`config.mk`:
```
export PLATFORM = sky130hd
export DESIGN_NAME = pmj_panel
export DESIGN_NICKNAME = d
export VERILOG_FILES = /design/src/design/pmj_pkg.sv /design/src/design/pmj_key_debounce.sv /design/src/design/pmj_ref_counter.sv /design/src/design/pmj_panel.sv
export VERILOG_INCLUDE_DIRS = /design/src /design/src/design
export SDC_FILE = /design/constraint.sdc
export NUM_CORES = 1
export LEC_CHECK = 0
export BUFFER_PORTS_ARGS = -buffer_cell sky130_fd_sc_hd__buf_2
export CAP_MARGIN = 30
export CORE_ASPECT_RATIO = 0.9
export CORE_UTILIZATION = 52
export DETAILED_ROUTE_END_ITERATION = 8
export HOLD_SLACK_MARGIN = 0.03
export PLACE_DENSITY = 0.8
export SYNTH_ARGS = -nofsm -noshare
export SYNTH_HDL_FRONTEND = slang
export SYNTH_SLANG_ARGS = --single-unit
```
`constraint.sdc`:
```
create_clock -name clock_i -period 8.9 [get_ports clock_i]
set_clock_uncertainty 0.05 [all_clocks]
set_input_delay 0.445 -clock clock_i [delete_from_list [all_inputs] [get_ports clock_i]]
set_output_delay 0.445 -clock clock_i [all_outputs]
set_load 0.01 [all_outputs]
```
`src/design/pmj_defs.svh`:
```
`ifndef PMJ_DEFS_SVH
`define PMJ_DEFS_SVH
// =====================================================
// Register map (byte address, word index = address / 4)
`define PMJ_ADDR_W 8
`define PMJ_REG_CTRL 8'h00
`define PMJ_REG_JOG_SPEED 8'h04
`define PMJ_REG_TERM_FORCE 8'h08
`define PMJ_REG_TERM_LEVEL 8'h0c
`define PMJ_REG_DISPLAY 8'h10
`define PMJ_REG_STATUS 8'h14
`define PMJ_REG_CNT_A 8'h18
`define PMJ_REG_CNT_B 8'h1c
`define PMJ_REG_ENC_OPT 8'h20
// =====================================================
// Control fields
`define PMJ_CTRL_POSMODE_A 0
`define PMJ_CTRL_POSMODE_B 1
`define PMJ_CTRL_OT_DISABLE 2
// =====================================================
// Jog speed setting
`define PMJ_JOG_SPEED_MAX 16'd6000
`define PMJ_JOG_SPEED_RST 16'd500
// =====================================================
// Aux function and monitor item numbering
`define PMJ_FN_JOG 4'h2
`define PMJ_FN_MAX 4'hf
`define PMJ_MON_MAX 5'h10
`define PMJ_MON_REF_CNT 5'h0a
// =====================================================
// Terminal indices and encoder option code
`define PMJ_TERM_SON 0
`define PMJ_TERM_FOT 1
`define PMJ_TERM_ROT 2
`define PMJ_TERM_ABS 3
`define PMJ_ENC_AS_INC 4'h2
// =====================================================
// Timing
`define PMJ_CLK_MHZ 200
`define PMJ_HOLD_MS 1000
`define PMJ_DEB_US 5
`define PMJ_HOLD_CYC (`PMJ_HOLD_MS * 1000 * `PMJ_CLK_MHZ)
`define PMJ_DEB_CYC (`PMJ_DEB_US * `PMJ_CLK_MHZ)
`endif

```
`src/design/pmj_pkg.sv`:
```
package pmj_pkg;
   // =====================================================
   // Panel states
   typedef enum logic [5:0] {
      PMJ_MON_LIST = 6'h01,
      PMJ_MON_SHOW = 6'h02,
      PMJ_AUX_LIST = 6'h04,
      PMJ_JOG_OFF = 6'h08,
      PMJ_JOG_ON = 6'h10,
      PMJ_IDLE = 6'h20
   } pmj_state_t;

   typedef struct packed {
      logic mode;
      logic set;
      logic up;
      logic down;
      logic shift;
   } pmj_keys_t;

   typedef struct packed {
      logic servo_on;
      logic fwd;
      logic rev;
      logic [15:0] speed;
   } pmj_motor_t;

   typedef struct packed {
      logic [4:0] item;
      logic show_value;
      logic aux;
      logic [3:0] fn;
      logic [15:0] value;
      logic dp0;
   } pmj_disp_t;
endpackage : pmj_pkg

```
`src/design/pmj_key_debounce.sv`:
```
`timescale 1ns/1ps
`include "pmj_defs.svh"
module pmj_key_debounce #(
   parameter int DEB_CYC = `PMJ_DEB_CYC
) (
   input wire logic clock_i,
   input wire logic rst_i,
   input wire logic ce_i,
   input wire logic key_i,
   output logic level_o,
   output logic press_o
);
   logic [15:0] cnt_reg;
   // =====================================================
   // Stable-level filter
   always_ff @(posedge clock_i or posedge rst_i)
   begin
      if (rst_i)
      begin
         cnt_reg <= 16'h0000;
         level_o <= 1'b0;
         press_o <= 1'b0;
      end
      else if (ce_i)
      begin
         press_o <= 1'b0;
         if (key_i == level_o)
            cnt_reg <= 16'h0000;
         else if (cnt_reg == 16'(DEB_CYC - 1))
         begin
            cnt_reg <= 16'h0000;
            level_o <= key_i;
            press_o <= key_i;
         end
         else
            cnt_reg <= cnt_reg + 16'h0001;
      end
   end
endmodule : pmj_key_debounce

```
`src/design/pmj_ref_counter.sv`:
```
`timescale 1ns/1ps
module pmj_ref_counter #(
   parameter int WIDTH = 32
) (
   input wire logic clock_i,
   input wire logic rst_i,
   input wire logic ce_i,
   input wire logic pos_mode_i,
   input wire logic pulse_i,
   input wire logic dir_i,
   output logic [WIDTH-1:0] count_o
);
   // =====================================================
   // Reference pulse accumulation
   always_ff @(posedge clock_i or posedge rst_i)
   begin
      if (rst_i)
         count_o <= '0;
      else if (ce_i && pos_mode_i && pulse_i)
         count_o <= dir_i ? count_o - WIDTH'(1) : count_o + WIDTH'(1);
   end
endmodule : pmj_ref_counter

```
`src/design/pmj_panel.sv`:
```
// The register addresses and the plain strobed port were left to the implementer.
`timescale 1ns/1ps
`include "pmj_defs.svh"
module pmj_panel #(
   parameter int HOLD_CYC = `PMJ_HOLD_CYC,
   parameter int DEB_CYC = `PMJ_DEB_CYC,
   parameter int CNT_W = 32
) (
   input wire logic clock_i,
   input wire logic rst_i,
   input wire logic ce_i,
   input wire pmj_pkg::pmj_keys_t keys_i,
   input wire logic [1:0] ref_pulse_i,
   input wire logic [1:0] ref_dir_i,
   input wire logic [3:0] term_i,
   input wire logic [`PMJ_ADDR_W-1:0] addr_i,
   input wire logic [31:0] wdata_i,
   input wire logic wr_i,
   input wire logic rd_i,
   output logic [31:0] rdata_o,
   output pmj_pkg::pmj_disp_t disp_o,
   output pmj_pkg::pmj_motor_t motor_o,
   output logic servo_enable_o,
   output logic abs_request_needed_o
);
   pmj_pkg::pmj_state_t state_reg;
   pmj_pkg::pmj_state_t state_next;
   logic [4:0] lvl;
   logic [4:0] prs;
   logic [31:0] hold_reg;
   logic hold_done_reg;
   logic axis_b_reg;
   logic high_half_reg;
   logic [4:0] item_reg;
   logic [3:0] fn_reg;
   logic [2:0] ctrl_reg;
   logic [15:0] jog_speed_reg;
   logic [3:0] force_reg;
   logic [3:0] force_lvl_reg;
   logic [3:0] enc_opt_reg;
   logic [3:0] term_eff;
   logic [CNT_W-1:0] cnt_a;
   logic [CNT_W-1:0] cnt_b;
   logic [CNT_W-1:0] cnt_sel;
   logic hold_fire;
   logic ot_fwd_ok;
   logic ot_rev_ok;
   logic in_jog;
   logic [15:0] wspeed;

   // =====================================================
   // Key conditioning
   genvar gi;
   generate
      for (gi = 0; gi < 5; gi++)
      begin : g_key
         pmj_key_debounce #(
            .DEB_CYC(DEB_CYC)
         ) u_deb (
            .clock_i(clock_i),
            .rst_i(rst_i),
            .ce_i(ce_i),
            .key_i(keys_i[gi]),
            .level_o(lvl[gi]),
            .press_o(prs[gi])
         );
      end
   endgenerate
   // Bit order follows the struct: mode=4 set=3 up=2 down=1 shift=0

   // =====================================================
   // Reference counters, one per axis
   pmj_ref_counter #(
      .WIDTH(CNT_W)
   ) u_cnt_a (
      .clock_i(clock_i),
      .rst_i(rst_i),
      .ce_i(ce_i),
      .pos_mode_i(ctrl_reg[`PMJ_CTRL_POSMODE_A]),
      .pulse_i(ref_pulse_i[0]),
      .dir_i(ref_dir_i[0]),
      .count_o(cnt_a)
   );
   pmj_ref_counter #(
      .WIDTH(CNT_W)
   ) u_cnt_b (
      .clock_i(clock_i),
      .rst_i(rst_i),
      .ce_i(ce_i),
      .pos_mode_i(ctrl_reg[`PMJ_CTRL_POSMODE_B]),
      .pulse_i(ref_pulse_i[1]),
      .dir_i(ref_dir_i[1]),
      .count_o(cnt_b)
   );

   // =====================================================
   // Mode key hold timer
   // The long hold fires once per press and the release gives no event; the
   // press edge itself raises prs[4], which the monitor states ignore.
   assign hold_fire = lvl[4] && !hold_done_reg && (hold_reg == 32'(HOLD_CYC - 1));
   always_ff @(posedge clock_i or posedge rst_i)
   begin
      if (rst_i)
      begin
         hold_reg <= 32'h0000_0000;
         hold_done_reg <= 1'b0;
      end
      else if (ce_i)
      begin
         if (!lvl[4])
         begin
            hold_reg <= 32'h0000_0000;
            hold_done_reg <= 1'b0;
         end
         else if (hold_fire)
            hold_done_reg <= 1'b1;
         else if (!hold_done_reg)
            hold_reg <= hold_reg + 32'h0000_0001;
      end
   end

   // =====================================================
   // Terminal forcing and overtravel
   generate
      for (gi = 0; gi < 4; gi++)
      begin : g_term
         assign term_eff[gi] = force_reg[gi] ? force_lvl_reg[gi] : term_i[gi];
      end
   endgenerate
   // Inhibit inputs are ON (permit) when asserted; disabling is void in jog,
   // servo off included, so the servo cannot be enabled past a limit
   assign in_jog = (state_reg == pmj_pkg::PMJ_JOG_OFF) || (state_reg == pmj_pkg::PMJ_JOG_ON);
   assign ot_fwd_ok = term_eff[`PMJ_TERM_FOT] ||
                      (ctrl_reg[`PMJ_CTRL_OT_DISABLE] && !in_jog);
   assign ot_rev_ok = term_eff[`PMJ_TERM_ROT] ||
                      (ctrl_reg[`PMJ_CTRL_OT_DISABLE] && !in_jog);

   // =====================================================
   // Panel state machine
   always_comb
   begin
      state_next = state_reg;
      unique case (state_reg)
         pmj_pkg::PMJ_IDLE:
            if (prs[4])
               state_next = pmj_pkg::PMJ_MON_LIST;
         pmj_pkg::PMJ_MON_LIST:
            if (hold_fire)
               state_next = pmj_pkg::PMJ_AUX_LIST;
            else if (prs[3])
               state_next = pmj_pkg::PMJ_MON_SHOW;
         pmj_pkg::PMJ_MON_SHOW:
            if (hold_fire)
               state_next = pmj_pkg::PMJ_AUX_LIST;
            else if (prs[3])
               state_next = pmj_pkg::PMJ_MON_LIST;
         pmj_pkg::PMJ_AUX_LIST:
            if (prs[3] && fn_reg == `PMJ_FN_JOG)
               state_next = pmj_pkg::PMJ_JOG_OFF;
         pmj_pkg::PMJ_JOG_OFF:
            if (prs[3])
               state_next = pmj_pkg::PMJ_AUX_LIST;
            else if (prs[4])
               state_next = pmj_pkg::PMJ_JOG_ON;
         pmj_pkg::PMJ_JOG_ON:
            if (prs[3])
               state_next = pmj_pkg::PMJ_AUX_LIST;
            else if (prs[4])
               state_next = pmj_pkg::PMJ_JOG_OFF;
         default:
            state_next = pmj_pkg::PMJ_IDLE;
      endcase
   end

   always_ff @(posedge clock_i or posedge rst_i)
   begin
      if (rst_i)
         state_reg <= pmj_pkg::PMJ_MON_LIST;
      else if (ce_i)
         state_reg <= state_next;
   end

   // =====================================================
   // Monitor selection
   always_ff @(posedge clock_i or posedge rst_i)
   begin
      if (rst_i)
      begin
         axis_b_reg <= 1'b0;
         high_half_reg <= 1'b0;
         item_reg <= `PMJ_MON_REF_CNT;
      end
      else if (ce_i)
      begin
         if (state_reg == pmj_pkg::PMJ_MON_LIST)
         begin
            if (prs[3])
            begin
               axis_b_reg <= 1'b0;
               high_half_reg <= 1'b0;
            end
            else if (prs[2] && item_reg != `PMJ_MON_MAX)
               item_reg <= item_reg + 5'h01;
            else if (prs[1] && item_reg != 5'h00)
               item_reg <= item_reg - 5'h01;
         end
         else if (state_reg == pmj_pkg::PMJ_MON_SHOW)
         begin
            if (prs[2] || prs[1])
            begin
               axis_b_reg <= 1'b1;
               high_half_reg <= 1'b0;
            end
            else if (prs[0])
               high_half_reg <= 1'b1;
         end
      end
   end

   // =====================================================
   // Aux function number
   always_ff @(posedge clock_i or posedge rst_i)
   begin
      if (rst_i)
         fn_reg <= 4'h0;
      else if (ce_i)
      begin
         if (hold_fire && (state_reg == pmj_pkg::PMJ_MON_LIST ||
                           state_reg == pmj_pkg::PMJ_MON_SHOW))
            fn_reg <= 4'h0;
         else if (state_reg == pmj_pkg::PMJ_AUX_LIST)
         begin
            if (prs[2] && fn_reg != `PMJ_FN_MAX)
               fn_reg <= fn_reg + 4'h1;
            else if (prs[1] && fn_reg != 4'h0)
               fn_reg <= fn_reg - 4'h1;
         end
      end
   end

   // =====================================================
   // Register file
   // Over-range speed writes saturate rather than wrap.
   assign wspeed = (wdata_i[15:0] > `PMJ_JOG_SPEED_MAX) ? `PMJ_JOG_SPEED_MAX : wdata_i[15:0];
   always_ff @(posedge clock_i or posedge rst_i)
   begin
      if (rst_i)
      begin
         ctrl_reg <= 3'h0;
         jog_speed_reg <= `PMJ_JOG_SPEED_RST;
         force_reg <= 4'h0;
         force_lvl_reg <= 4'h0;
         enc_opt_reg <= 4'h0;
      end
      else if (ce_i && wr_i)
      begin
         unique case (addr_i)
            `PMJ_REG_CTRL: ctrl_reg <= wdata_i[2:0];
            `PMJ_REG_JOG_SPEED: jog_speed_reg <= wspeed;
            `PMJ_REG_TERM_FORCE: force_reg <= wdata_i[3:0];
            `PMJ_REG_TERM_LEVEL: force_lvl_reg <= wdata_i[3:0];
            `PMJ_REG_ENC_OPT: enc_opt_reg <= wdata_i[3:0];
            default: ;
         endcase
      end
   end

   always_ff @(posedge clock_i or posedge rst_i)
   begin
      if (rst_i)
         rdata_o <= 32'h0000_0000;
      else if (ce_i)
      begin
         rdata_o <= 32'h0000_0000;
         if (rd_i)
         begin
            unique case (addr_i)
               `PMJ_REG_CTRL: rdata_o <= {29'h0, ctrl_reg};
               `PMJ_REG_JOG_SPEED: rdata_o <= {16'h0, jog_speed_reg};
               `PMJ_REG_TERM_FORCE: rdata_o <= {28'h0, force_reg};
               `PMJ_REG_TERM_LEVEL: rdata_o <= {28'h0, force_lvl_reg};
               `PMJ_REG_DISPLAY: rdata_o <= {16'h0, disp_o.value};
               `PMJ_REG_STATUS: rdata_o <= {22'h0, term_eff, state_reg};
               `PMJ_REG_CNT_A: rdata_o <= 32'(cnt_a);
               `PMJ_REG_CNT_B: rdata_o <= 32'(cnt_b);
               `PMJ_REG_ENC_OPT: rdata_o <= {28'h0, enc_opt_reg};
               default: rdata_o <= 32'h0000_0000;
            endcase
         end
      end
   end

   // =====================================================
   // Outputs
   assign cnt_sel = axis_b_reg ? cnt_b : cnt_a;
   always_ff @(posedge clock_i or posedge rst_i)
   begin
      if (rst_i)
      begin
         disp_o <= '0;
         motor_o <= '0;
         servo_enable_o <= 1'b0;
         abs_request_needed_o <= 1'b1;
      end
      else if (ce_i)
      begin
         disp_o.item <= item_reg;
         disp_o.show_value <= (state_reg == pmj_pkg::PMJ_MON_SHOW);
         disp_o.aux <= (state_reg == pmj_pkg::PMJ_AUX_LIST) ||
                       (state_reg == pmj_pkg::PMJ_JOG_OFF) ||
                       (state_reg == pmj_pkg::PMJ_JOG_ON);
         disp_o.fn <= fn_reg;
         disp_o.value <= high_half_reg ? cnt_sel[31:16] : cnt_sel[15:0];
         disp_o.dp0 <= axis_b_reg;
         motor_o.servo_on <= (state_reg == pmj_pkg::PMJ_JOG_ON);
         motor_o.fwd <= (state_reg == pmj_pkg::PMJ_JOG_ON) && lvl[2] && !lvl[1] &&
                        ot_fwd_ok;
         motor_o.rev <= (state_reg == pmj_pkg::PMJ_JOG_ON) && lvl[1] && !lvl[2] &&
                        ot_rev_ok;
         motor_o.speed <= jog_speed_reg;
         servo_enable_o <= term_eff[`PMJ_TERM_SON] && ot_fwd_ok && ot_rev_ok;
         abs_request_needed_o <= (enc_opt_reg != `PMJ_ENC_AS_INC);
      end
   end
endmodule : pmj_panel

```
==> summary.txt <==
CTS
  – Hold buffer count at cts: 0
  – Clk sink count: 316
  – Post-CTS Setup Bufs: 0
  – Maximum buffer depth of the clock tree: 3
  – Inserted Clock Buffers: 35
  – Worst-path clk slew: 0.06 ns
  – Clock latency at the later pin of the worst-skew pair: 0.53 ns
  – CTS root buf: clkbuf_16
  – Post_cts resized: 0
  – CTS tree: yes
  – H-tree depth: 2

Yosys
  – Net Count, Synth: 1990
  – Main synth FF type: dfrtp_1
  – Synthesized-area fraction occupied by adder cells: 0.0535
  – Synth top area share: 0.423
  – Simple-gate share of the synthesized area: 0.159
  – Syn. warnings: 0
  – Compound-Gate Fraction of Synth Area: 0.180
  – Synthesized instance count: 1857
  – Post-synthesis mux area share: 0.0917
  – Synth top area cells: dfrtp_1 (42%), o21ai_0 (5.3%), nand2_1 (5.0%)
  – EDFF count, synth: 0
  – Leading area contributor after synthesis: dfrtp_1
  – Avg Cell Area, Syn: 9.75 um2
  – FFs w/ async S/R, synth: 1.00
  – Sequential cell area fraction in the yosys report: 0.438
  – Synthesized flop and latch total: 316
  – Post-Syn Area: 0.0181 mm2
  – Netlist cell types: 74
  – Largest family of logic cells by synthesized area: compound AO/OA/AOI/OAI gates
  – XOR/XNOR Fraction of Synth Area: 0.0527

Die
  – Row Count: 64
  – I/O pin total: 139
  – Core box area: 0.0341 mm2
  – Die Width: 199 um
  – Die area: 0.0356 mm2
  – Die Y-Extent: 179 um
  – Starting density of the core: 0.531

STA
  – Setup Viol. Count Final: 0
  – TNS Setup: 0 ns
  – Minimum clock period: 3.45 ns
  – RSZ-0062 raised after global routing: false
  – Final Cycle Share: 0.387
  – Max transition margin: 0.250
  – Max Slew Vio Count: 0
  – Final hold vios: 0
  – FMAX: 290 MHz
  – Worst-margin pin slew: 1.13 ns

Finish
  – Most common cell after layout, fill and taps aside: dfrtp_1
  – Max reg flops: 80
  – Fraction of layout cells with a size suffix above 1: 0.162
  – Final nets: 2076
  – Most frequent cells in the layout: dfrtp_1 (306), nand2_1 (239), o21ai_0 (191), buf_2 (121), nor2_1 (103)
  – Design area: 0.0202 mm2
  – Fillers: 2871
  – Area taken by multi-input logic gates: 0.00972 mm2
  – Register area: 0.00792 mm2
  – Syn-to-layout area delta: 11.6%

Place
  – I/O Buffers: 122
  – Area after DPL: 0.0190 mm2
  – Hpwl dp: 32.0 mm
  – Placer Congestion: 0.964

Routing
  – First-pass iteration count of the detailed router: 6
  – First DRT Iteration DRCs: 1245
  – Via count: 15100
  – Via density: 6.19
  – # DRC: 0
  – WL/cell: 19.1 um
  – Final ANT Viol Nets: 0
  – Routed WL: 46.4 mm

Worst setup path
  – Crit path arrival time: 3.81 ns
  – Crit path kind: reg -> reg
  – Critical Path RT: 9.26 ns
  – CP max FO: 6
  – Crit. End Element: register
  – CP startpoint kind: register

Hold path
  – Hold WC Path Type: in -> async

GRT
  – Vias in the first global route: 14500
  – GRT overflow: 0
  – Initial antenna violation count: 3
  – Total Routing Usage GR: 0.267
  – Largest net degree at the start of global routing: 191
  – First-pass GRT wire length: 75.6 mm

Pwr
  – Leakage power: 9.46 nW
  – Pwr Density: 185 mW/mm2
  – Peak supply drop: 126 uV

Run status
  – Outcome: finished clean

Run
  – Maximum Capacitance Violations: 0
==> final timing paths <==
path,startpoint,endpoint,slack (ns),cells past startpoint
worst min-delay path,rst_i,u_cnt_a.count_o[28],0.1,4
min in group clock_i,wdata_i[5],jog_speed_reg[5],0.10,2
worst min register to register,rdata_o[13],rdata_o[13],0.42,1
worst max-delay path,u_cnt_b.count_o[0],u_cnt_b.count_o[28],5.45,9
max in group asynchronous,rst_i,motor_o[4],7.64,5
worst max register to register,u_cnt_b.count_o[0],u_cnt_b.count_o[28],5.45,9
==> routing by layer <==
layer  track usage  vias to the layer above  share of wire
li1              -                     6981              -
met1         0.366                     7424           0.43
met2         0.415                      557           0.46
met3        0.0523                      104          0.073
met4         0.109                        2          0.036
met5             0                        -        0.00028
==> through the flow <==
step                      setup slack, ns  power, mW  std cells  hold slack, ns  utilization
after floorplan                      4.20       2.13       1857           0.387            -
after global placement               5.04       2.31       2367           0.410        0.558
after detailed placement             4.97       2.33       2367           0.413        0.558
after CTS                            5.48       3.75       2430          0.0888        0.591
after global routing                 5.24       3.90       2432           0.105        0.592
final                                5.45       3.74       2433          0.0981        0.592
==> cell families after synthesis <==
group	count (synthesis)
AOI/OAI and AO/OA	510
adders and majority gates	75
buffers and inverters	115
xor gates and xnor gates	109
muxes	128
DFF	316
and+or+nand+nor	604
==> report_power, final <==
group	switching, mW	internal [mW]	leakage (nW)	total [mW]
clock network	0.598	0.816	0.554	1.41
logic	0.379	0.294	4.57	0.673
registers	0.132	1.52	4.33	1.65
total	1.11	2.63	9.46	3.74
==> critical path, stage by stage (launching register included) <==
cell and delay [ns]:
dfrtp_1 0.46, fa_1 0.47, a21o_1 0.22, a221oi_1 0.47
a31oi_1 0.28, a41o_1 0.35, o21ai_0 0.42, o21ai_0 0.19
xor2_1 0.17, mux2_2 0.26
==> synth_stat cells, types with 8 or more instances <==
| cell | count |
|---|---|
| dfstp_2 | 10 |
| a31oi_1 | 23 |
| o22a_1 | 9 |
| a21o_1 | 41 |
| mux2_2 | 73 |
| xor2_1 | 65 |
| nand2b_1 | 10 |
| nor3_1 | 20 |
| or2_2 | 8 |
| nand2_1 | 239 |
| nor2_1 | 104 |
| a21oi_1 | 87 |
| nand3_1 | 77 |
| buf_1 | 12 |
| o21ai_0 | 191 |
| o31ai_1 | 25 |
| or3_1 | 21 |
| a22o_1 | 14 |
| dfrtp_1 | 306 |
| ha_1 | 71 |
| nor4_1 | 10 |
| a22oi_1 | 9 |
| clkbuf_1 | 67 |
| nor2b_1 | 14 |
| nand4_1 | 16 |
| and3_1 | 35 |
| mux4_2 | 23 |
| o21bai_1 | 10 |
| a211oi_1 | 9 |
| and2_1 | 14 |
| o2bb2ai_1 | 34 |
| inv_1 | 30 |
| xnor2_1 | 44 |
| mux2i_1 | 32 |
==> layout make-up <==
cell class / count / area share
multi-input combinational: 1426 / 0.481
sequential: 316 / 0.392
clock buffer: 52 / 0.0515
timing repair buffer: 134 / 0.0364
tap: 462 / 0.0286
inverter: 30 / 0.00576
clock inverter: 11 / 0.00415
antenna: 2 / 0.000248
(Power assumes the default switching activity.)
